`config.mk`:
```
export PLATFORM = sky130hd
export DESIGN_NAME = aux_io_exec
export DESIGN_NICKNAME = d
export VERILOG_FILES = /design/src/pkg/aux_io_pkg.sv /design/src/logic/aux_io_exec.sv /design/src/logic/state_counter.sv
export SDC_FILE = /design/constraint.sdc
export NUM_CORES = 1
export LEC_CHECK = 0
export BUFFER_PORTS_ARGS = -buffer_cell sky130_fd_sc_hd__buf_2
export CAP_MARGIN = 20
export CELL_PAD_IN_SITES_DETAIL_PLACEMENT = 1
export CELL_PAD_IN_SITES_GLOBAL_PLACEMENT = 1
export CORE_UTILIZATION = 45
export CTS_CLUSTER_DIAMETER = 40
export DETAILED_ROUTE_END_ITERATION = 8
export GPL_ROUTABILITY_DRIVEN = 1
export GPL_TIMING_DRIVEN = 0
export PLACE_DENSITY_LB_ADDON = 0.08
export SETUP_SLACK_MARGIN = 0.15
export SYNTH_ARGS = -nofsm -noshare
export SYNTH_HDL_FRONTEND = slang
export SYNTH_SLANG_ARGS = --single-unit
```
`constraint.sdc`:
```
create_clock -name REF_CLK -period 8 [get_ports REF_CLK]
set_input_delay 0.8 -clock REF_CLK [delete_from_list [all_inputs] [get_ports REF_CLK]]
set_output_delay 0.8 -clock REF_CLK [all_outputs]
set_load 0.005 [all_outputs]
```
`src/pkg/aux_io_pkg.sv`:
```
package aux_io_pkg;

    // ------------------------------------------------------------
    // Instruction fields and register reset values
    // ------------------------------------------------------------
    localparam int WORD_W = 12;
    localparam logic [2:0] IOT_OPCODE = 3'h6;
    localparam logic [11:0] WORK_RESET = 12'h000;
    localparam logic [11:0] AUX_RESET = 12'h000;
    localparam logic [11:0] PC_RESET = 12'h000;

    // ------------------------------------------------------------
    // Phase lengths in internal states
    // ------------------------------------------------------------
    localparam int FETCH_STATES = 5;
    localparam int PHASE_STATES = 6;
    localparam int SAMPLE_STATE = 3;

    typedef enum logic [2:0] {
        ST_IDLE = 3'b000,
        ST_FETCH = 3'b001,
        ST_OPR = 3'b010,
        ST_PHASE_A = 3'b011,
        ST_PHASE_B = 3'b100
    } seq_state_t;

endpackage

```
`src/logic/aux_io_exec.sv`:
```
`timescale 1ns/100ps
`default_nettype none

// How it works
// RULE1 - Group 3 needs bits 3 and 11 set
// RULE2 - Bits 4,5,7 combine; clear before moves
// RULE3 - 7501 ORs aux into work
// RULE4 - 7421 moves work to aux, clears work
// RULE5 - 7701 loads work from aux
// RULE6 - 7621 clears both registers
// RULE7 - 7521 swaps work and aux
// RULE8 - 7721 work gets aux, aux cleared
// RULE9 - Top bits 110 mean io transfer
// RULE10 - Peripheral interprets low nine bits freely
// RULE11 - Peripheral: bits 3-8 device, 9-11 operation
// RULE12 - Five state fetch, then phases A, B
// RULE13 - Phase A puts instruction on bus
// RULE14 - Peripheral latches word at address strobe
// RULE15 - Select driven low for data exchange
// RULE16 - Peripheral drives code and skip lines
// RULE17 - Skip line low skips next instruction
// RULE18 - Skip independent of code lines
// RULE19 - Jump first, then skip increment
// RULE20 - Sample bus and lines at state 3
// RULE21 - Work data out during select and strobe
// RULE22 - Phase B internal; phases six states each
// RULE23 - Code 2 high: work register transfers
// RULE24 - Code 2 low: program counter from data
module aux_io_exec #(
    parameter int CNT_W = 3
) (
    // Clock and reset
    input wire logic REF_CLK,
    input wire logic RST,
    // Instruction issue
    input wire logic START,
    input wire logic [11:0] INSTR,
    // Shared bus, in and out per line plus one common enable
    input wire logic [11:0] BUS_IN,
    output logic [11:0] BUS_OUT,
    output logic BUS_OE,
    // Peripheral strobes and selects
    output logic BUS_ADDRESS_STROBE,
    output logic PERIPHERAL_SELECT_N,
    output logic TRANSFER_STROBE,
    // Peripheral control lines, active low
    input wire logic XFER_CODE_0_N,
    input wire logic XFER_CODE_1_N,
    input wire logic XFER_CODE_2_N,
    input wire logic SKIP_LINE_N,
    // Register view
    output logic [11:0] WORK_REGISTER,
    output logic [11:0] AUX_REGISTER,
    output logic [11:0] PROGRAM_COUNTER,
    output logic BUSY,
    output logic DONE
);

    // ------------------------------------------------------------
    // State and counter
    // ------------------------------------------------------------
    aux_io_pkg::seq_state_t state_q, state_d;
    logic [CNT_W-1:0] cnt;
    logic cnt_last;
    logic [CNT_W-1:0] last_val;
    logic restart;

    logic [11:0] instr_q, work_q, work_d, aux_q, aux_d, pc_q, pc_d;
    logic [11:0] data_q, bus_out_q;
    logic c0_q, c1_q, c2_q, skp_q;
    logic bus_oe_q, strobe_q, sel_n_q, xtc_q, done_q, busy_q;

    // Restart the counter while idle so each fetch begins at state one
    assign restart = (state_q == aux_io_pkg::ST_IDLE);

    // RULE12 five state fetch
    // RULE22 six states per phase
    assign last_val = (state_q == aux_io_pkg::ST_FETCH) ?
        CNT_W'(aux_io_pkg::FETCH_STATES - 1) : CNT_W'(aux_io_pkg::PHASE_STATES - 1);

    state_counter #(
        .WIDTH(CNT_W)
    ) u_states (
        .REF_CLK(REF_CLK),
        .RST(RST),
        .restart(restart),
        .last_value(last_val),
        .count(cnt),
        .at_last(cnt_last)
    );

    // ------------------------------------------------------------
    // Decode
    // ------------------------------------------------------------
    // Bit 0 is the most significant; index 11-n maps bit n
    // RULE9 io transfer decode
    wire is_iot = (instr_q[11:9] == aux_io_pkg::IOT_OPCODE);
    // Other opcode 7 words are not decoded here and only step the counter
    // RULE1 group 3 decode
    wire is_grp3 = (instr_q[11:9] == 3'h7) && instr_q[11-3] && instr_q[11-11];
    wire op_cla = instr_q[11-4];
    wire op_mqa = instr_q[11-5];
    wire op_mql = instr_q[11-7];

    // RULE2 clear first, then moves from cleared value
    wire [11:0] work_cleared = op_cla ? 12'h000 : work_q;
    // RULE3 OR aux into work
    // RULE5 clear then OR gives aux
    // RULE7 swap: with both set, work takes aux directly and aux takes work
    // RULE8 cleared work swapped leaves aux zero
    wire [11:0] g3_work = op_mqa ? (op_mql ? aux_q : (work_cleared | aux_q)) :
        (op_mql ? 12'h000 : work_cleared);
    // RULE4 work moves to aux
    // RULE6 cleared work into aux zeroes both
    wire [11:0] g3_aux = op_mql ? work_cleared : aux_q;

    // Sampled controls, active high meanings
    wire code2_hi = c2_q;
    wire code1_hi = c1_q;
    wire code0_hi = c0_q;
    wire skip_req = ~skp_q;

    // RULE23 work register transfer path
    wire [11:0] work_clr = code0_hi ? work_q : 12'h000;
    wire [11:0] io_work = code1_hi ? work_clr : (code0_hi ? (work_q | data_q) : data_q);
    // RULE24 relative or absolute jump, code 0 ignored
    wire [11:0] jump_pc = code1_hi ? (pc_q + data_q) : data_q;
    wire [11:0] base_pc = code2_hi ? pc_q : jump_pc;
    // Skip counts from the already stepped counter or the jump target, so it passes one word
    // RULE17 skip increment
    // RULE18 skip independent of code lines
    // RULE19 skip applied after jump
    wire [11:0] io_pc = skip_req ? (base_pc + 12'h001) : base_pc;

    // Phase timing helpers
    wire in_a = (state_q == aux_io_pkg::ST_PHASE_A);
    wire sample_now = in_a && (cnt == CNT_W'(aux_io_pkg::SAMPLE_STATE - 1));

    // ------------------------------------------------------------
    // Next state and register updates
    // ------------------------------------------------------------
    always_comb begin
        state_d = state_q;
        work_d = work_q;
        aux_d = aux_q;
        pc_d = pc_q;
        case (state_q)
            aux_io_pkg::ST_IDLE: begin
                if (START) begin
                    state_d = aux_io_pkg::ST_FETCH;
                end
            end
            aux_io_pkg::ST_FETCH: begin
                if (cnt_last) begin
                    state_d = is_iot ? aux_io_pkg::ST_PHASE_A : aux_io_pkg::ST_OPR;
                    // Step past the fetched word before any jump or skip
                    pc_d = pc_q + 12'h001;
                end
            end
            aux_io_pkg::ST_OPR: begin
                if (is_grp3) begin
                    work_d = g3_work;
                    aux_d = g3_aux;
                end
                state_d = aux_io_pkg::ST_IDLE;
            end
            aux_io_pkg::ST_PHASE_A: begin
                if (cnt_last) begin
                    state_d = aux_io_pkg::ST_PHASE_B;
                end
            end
            aux_io_pkg::ST_PHASE_B: begin
                // RULE22 phase B does the work internally
                if (cnt_last) begin
                    if (code2_hi) begin
                        work_d = io_work;
                    end
                    pc_d = io_pc;
                    state_d = aux_io_pkg::ST_IDLE;
                end
            end
            default: begin
                state_d = aux_io_pkg::ST_IDLE;
            end
        endcase
    end

    // Sequencer state
    always_ff @(posedge REF_CLK) begin
        if (RST) begin
            state_q <= aux_io_pkg::ST_IDLE;
        end else begin
            state_q <= state_d;
        end
    end

    // Programmer visible registers; all three update on the same edge
    always_ff @(posedge REF_CLK) begin
        if (RST) begin
            work_q <= aux_io_pkg::WORK_RESET;
            aux_q <= aux_io_pkg::AUX_RESET;
            pc_q <= aux_io_pkg::PC_RESET;
        end else begin
            work_q <= work_d;
            aux_q <= aux_d;
            pc_q <= pc_d;
        end
    end

    // Instruction latch, taken only when idle so it stays stable
    always_ff @(posedge REF_CLK) begin
        if (RST) begin
            instr_q <= 12'h000;
        end else if (state_q == aux_io_pkg::ST_IDLE && START) begin
            instr_q <= INSTR;
        end
    end

    // ------------------------------------------------------------
    // Peripheral sampling
    // ------------------------------------------------------------
    // Lines are kept as pin levels; the decode above names their meaning
    // RULE20 sample data and lines at state 3 of phase A
    always_ff @(posedge REF_CLK) begin
        if (RST) begin
            data_q <= 12'h000;
            c0_q <= 1'b1;
            c1_q <= 1'b1;
            c2_q <= 1'b1;
            skp_q <= 1'b1;
        end else if (sample_now) begin
            data_q <= BUS_IN;
            c0_q <= XFER_CODE_0_N;
            c1_q <= XFER_CODE_1_N;
            c2_q <= XFER_CODE_2_N;
            skp_q <= SKIP_LINE_N;
        end
    end

    // ------------------------------------------------------------
    // Bus drive, registered outputs
    // ------------------------------------------------------------
    // Address strobe in first state of phase A; bus floats during sampling
    wire a_first = (state_q == aux_io_pkg::ST_FETCH) && cnt_last && is_iot;
    // Select wire covers states 2 to 5; the output flop delays it one state,
    // so the pin is low in states 3 to 6 and still low at the sampling edge
    wire sel_on = in_a && (cnt >= CNT_W'(1)) && (cnt < CNT_W'(aux_io_pkg::PHASE_STATES - 1));
    // Data out only after the sample so the bus is free for input first
    wire xtc_on = in_a && (cnt >= CNT_W'(aux_io_pkg::SAMPLE_STATE)) &&
        (cnt < CNT_W'(aux_io_pkg::PHASE_STATES - 1));
    // End of instruction seen one state ahead so the pulse lines up with idle
    wire finishing = (state_d == aux_io_pkg::ST_IDLE) && (state_q != aux_io_pkg::ST_IDLE);

    // RULE13 instruction on bus with strobe
    // RULE21 work data out during select and strobe
    always_ff @(posedge REF_CLK) begin
        if (RST) begin
            bus_out_q <= 12'h000;
            bus_oe_q <= 1'b0;
        end else begin
            bus_out_q <= a_first ? instr_q : work_q;
            bus_oe_q <= a_first || (sel_on && xtc_on);
        end
    end

    // RULE15 select driven low
    always_ff @(posedge REF_CLK) begin
        if (RST) begin
            strobe_q <= 1'b0;
            sel_n_q <= 1'b1;
            xtc_q <= 1'b0;
        end else begin
            strobe_q <= a_first;
            sel_n_q <= ~sel_on;
            xtc_q <= xtc_on;
        end
    end

    // Status flops; busy follows the next state so the port needs no decode
    always_ff @(posedge REF_CLK) begin
        if (RST) begin
            done_q <= 1'b0;
            busy_q <= 1'b0;
        end else begin
            done_q <= finishing;
            busy_q <= (state_d != aux_io_pkg::ST_IDLE);
        end
    end

    // ------------------------------------------------------------
    // Outputs, each straight from a flop
    // ------------------------------------------------------------
    assign BUS_OUT = bus_out_q;
    assign BUS_OE = bus_oe_q;
    assign BUS_ADDRESS_STROBE = strobe_q;
    assign PERIPHERAL_SELECT_N = sel_n_q;
    assign TRANSFER_STROBE = xtc_q;
    assign WORK_REGISTER = work_q;
    assign AUX_REGISTER = aux_q;
    assign PROGRAM_COUNTER = pc_q;
    assign BUSY = busy_q;
    assign DONE = done_q;

endmodule
`default_nettype wire

```
`src/logic/state_counter.sv`:
```
`timescale 1ns/100ps
`default_nettype none

// Counts internal states of one cycle and flags the last one
module state_counter #(
    parameter int WIDTH = 3
) (
    // Clock and reset
    input wire logic REF_CLK,
    input wire logic RST,
    // Control
    input wire logic restart,
    input wire logic [WIDTH-1:0] last_value,
    // Status
    output logic [WIDTH-1:0] count,
    output logic at_last
);

    logic [WIDTH-1:0] count_q;

    assign count = count_q;
    assign at_last = (count_q == last_value);

    // Restart wins so a new cycle always begins at state one
    always_ff @(posedge REF_CLK) begin
        if (RST || restart || at_last) begin
            count_q <= '0;
        end else begin
            count_q <= count_q + 1'b1;
        end
    end

endmodule
`default_nettype wire

```
==> run_results.csv <==
group,metric,value,unit
sta,setup_viol,0,
synth,synth-edff-count,0,
sta,maxSlewHeadroom,51.8,%
finish,n_antenna_cell,0,
sta,tns,0,ns
route,drc,0,
route,wl_per_cell,19.2,um
setup_path,crit_required,8.23,ns
clock_network,htreeDepth,3,
synth,syn-num-nets,660,
sta,tightest_slew,0.723,ns
grt,overflow,0,
floorplan,core,10500,um^2
route,firstDrtPassIters,5,
route,vias,4942,
sta,finalCritPeriodShare,38.8,%
finish,num-nets-final,756,
clock_network,insertion_delay,0.37,ns
finish,drive_gt1_share,19.8,%
setup_path,critPathArrivalTime,3.34,ns
placed_design,port_buffers,84,
finish,utilization,54.9,%
grt,grt_antenna_before_repair,0,
setup_path,startpoint_type,"flop",
clock_network,cts_tree,"yes",
finish,area_delta_synth_final,16.6,%
sta,maxSlewViolCount,0,
clock_network,clk_pin_slew,0.09,ns
pwr,power_density,147,nW/um^2
placed_design,hpwl,12500,um
floorplan,dieArea,11400,um^2
setup_path,cp-end-kind,"flop",
synth,synthArstFlopShare,0,%
sta,fmax,322,MHz
setup_path,cp_max_fo,7,
sta,rsz0062_at_grt,"false",
grt,grt_usage,29.5,%
setup_path,cp_cell_sequence,"ha_1, fa_1, a21o_1, a221oi_2, a21oi_1, xor2_1, a221oi_2, nor3_2, nand3_1, mux2i_1, a21oi_1",
placed_design,gp_congestion,0.862,
pwr,total_leakage_power,2.31,nW
clock_network,cts_sinks,88,
grt,grt_start_max_net_pins,16,
finish,fillers,1348,
status,outcome,"finished, final reports clean",
floorplan,start_util,47.1,%
synth,syn-cell-area,4950,um^2
clock_network,root_buffer,"clkbuf_8",
min_path,hold_class,"reg2reg",
grt,grt_pass1_vias,5056,
sta,finalHoldViolCount,0,
setup_path,path_buf_inv,0,
route,wl,16300,um
grt,grt_pass1_wl,26000,um
synth,ys_warn_count,0,
clock_network,postCtsSetupRepairBufs,0,
synth,synthFlopType,"dfxtp_1",
setup_path,crit_family,"compound AO/OA/AOI/OAI gates",
setup_path,cp_slowest_stage_delay,0.42,ns
synth,yosysUniqueCellTypes,69,
sta,fin_crit,3.11,ns
synth,yosys_register_bits,88,
route,drt_iter0_markers,239,
clock_network,hold_buffers,0,
route,final_antenna_net_count,0,
floorplan,die_y,107,um
clock_network,cts_buffers,9,
sta,fin_worst_skew,0.0111,ns
pwr,peakVddDrop,0.117,mV
synth,netlist_instances,611,
clock_network,post_cts_resized,0,
setup_path,crit_type,"reg2reg",
setup_path,slowest_stage,"dfxtp_1",
floorplan,die_w,107,um
synth,ys_seq_area_share,35.6,%
floorplan,fp-row-count,37,
synth,syn_area_per_cell,8.10,um^2
floorplan,ios,85,
job,max-cap-violations,0,
clock_network,cts_buffer_depth,2,
route,via_per_inst,5.83,
==> layout by cell type, fill, tap and decap left out, drive strengths merged, types with 8 or more instances in the layout <==
master / instances
a21oi: 97
nand3: 13
o21ai: 26
nor3: 19
dfxtp: 88
mux2i: 15
clkbuf: 38
nand2: 82
nor3b: 21
a22o: 13
xnor2: 12
ha: 17
inv: 10
and3: 8
nor2: 77
buf: 94
==> area by class of cell <==
type | instances | area, um^2 | share of cell area, %
well taps | 136 | 170 | 2.95
repair buffers | 85 | 425 | 7.37
clock inverters | 6 | 90.1 | 1.56
plain buffers | 37 | 210 | 3.64
flip-flops and latches | 88 | 1760 | 30.5
multi-input cells | 478 | 2950 | 51.1
clock buffers | 10 | 138 | 2.38
inverters | 8 | 30.0 | 0.520
==> kinds of logic after synthesis <==
family / count (synthesis) / synth area share, %
buffers and inverters: 45 / 4.85
flip-flops: 88 / 35.6
AO/OA/AOI/OAI: 175 / 22.9
XOR/XNOR: 16 / 2.98
multiplexers: 15 / 3.03
adder cells (fa/ha/maj): 18 / 4.70
AND/OR/NAND/NOR: 254 / 25.9
==> per-stage QoR <==
| step | cells | setup WS (ns) | total power [mW] | hold WS (ns) | instance area (um^2) |
|---|---|---|---|---|---|
| 2_1_floorplan | 611 | 5.34 | 0.480 | 0.436 | 4950 |
| 3_3_place_gp | 831 | 5.03 | 0.498 | 0.445 | 5540 |
| 3_5_place_dp | 831 | 4.95 | 0.501 | 0.458 | 5540 |
| 4_1_cts | 847 | 4.93 | 0.851 | 0.470 | 5770 |
| 5_1_grt | 848 | 4.65 | 0.877 | 0.496 | 5770 |
| 6_report | 848 | 4.89 | 0.847 | 0.470 | 5770 |
==> routing by layer <==
metal,wire length [um],track usage [%]
met1,7350,38.0
met4,272,9.78
met5,0,0
met2,7930,49.6
met3,731,5.41
==> path summary, 6_finish.rpt <==
path / start / to / slack (ns) / depth (start not counted)
setup / recovery: PROGRAM_COUNTER[0] / PROGRAM_COUNTER[10] / 4.89 / 11
hold / removal: instr_q[1] / instr_q[1] / 0.47 / 2
setup reg to reg: PROGRAM_COUNTER[0] / PROGRAM_COUNTER[10] / 4.89 / 11
hold reg to reg: instr_q[1] / instr_q[1] / 0.47 / 2
==> sequential cells by signal, summed over array words and instances (netlist names) <==
signal and count:
c1_q 1, data_q 12, DONE 1, AUX_REGISTER 12, BUS_ADDRESS_STROBE 1, TRANSFER_STROBE 1
c2_q 1, PROGRAM_COUNTER 12, BUS_OUT 12, WORK_REGISTER 12, c0_q 1, BUSY 1
u_states.count 3, state_q 3, instr_q 12, BUS_OE 1, skp_q 1, PERIPHERAL_SELECT_N 1
==> worst register-to-register path: stages (launching register included) <==
cell and delay, ns:
dfxtp_1 0.42, ha_1 0.32, fa_1 0.42, a21o_1 0.24, a221oi_2 0.34, a21oi_1 0.17
xor2_1 0.18, a221oi_2 0.35, nor3_2 0.11, nand3_1 0.12, mux2i_1 0.22, a21oi_1 0.08
==> Yosys cell counts, types with 3 or more instances <==
cell type / number / area (um^2)
a21oi_1: 96 / 480
dfxtp_1: 88 / 1760
nand2_1: 82 / 308
nor2_1: 75 / 282
clkbuf_1: 25 / 93.8
nor3b_1: 21 / 158
ha_1: 17 / 213
nor3_1: 17 / 85.1
o21ai_0: 17 / 85.1
mux2i_1: 15 / 150
a22o_1: 13 / 114
nand3_1: 11 / 55.1
xnor2_1: 11 / 96.3
and3_1: 8 / 50.1
inv_1: 8 / 30.0
o21ai_1: 6 / 30.0
a21o_1: 5 / 37.5
nand3b_1: 5 / 37.5
or3_1: 5 / 31.3
a211oi_1: 4 / 30.0
buf_6: 4 / 45.0
nor2b_1: 4 / 25.0
xor2_1: 4 / 35.0
a221oi_1: 3 / 26.3
a22oi_1: 3 / 22.5
and2_1: 3 / 18.8
buf_2: 3 / 15.0
clkbuf_8: 3 / 41.3
nand2b_1: 3 / 18.8
nand4_1: 3 / 18.8
o21ai_2: 3 / 26.3
o22ai_1: 3 / 18.8
==> report_power, final <==
group | leakage (nW) | internal, mW | switching [mW]
logic | 1.48 | 0.0151 | 0.0277
clock network | 0.113 | 0.186 | 0.170
registers | 0.711 | 0.443 | 0.00520
No activity file was read; power rests on OpenSTA's default activity.
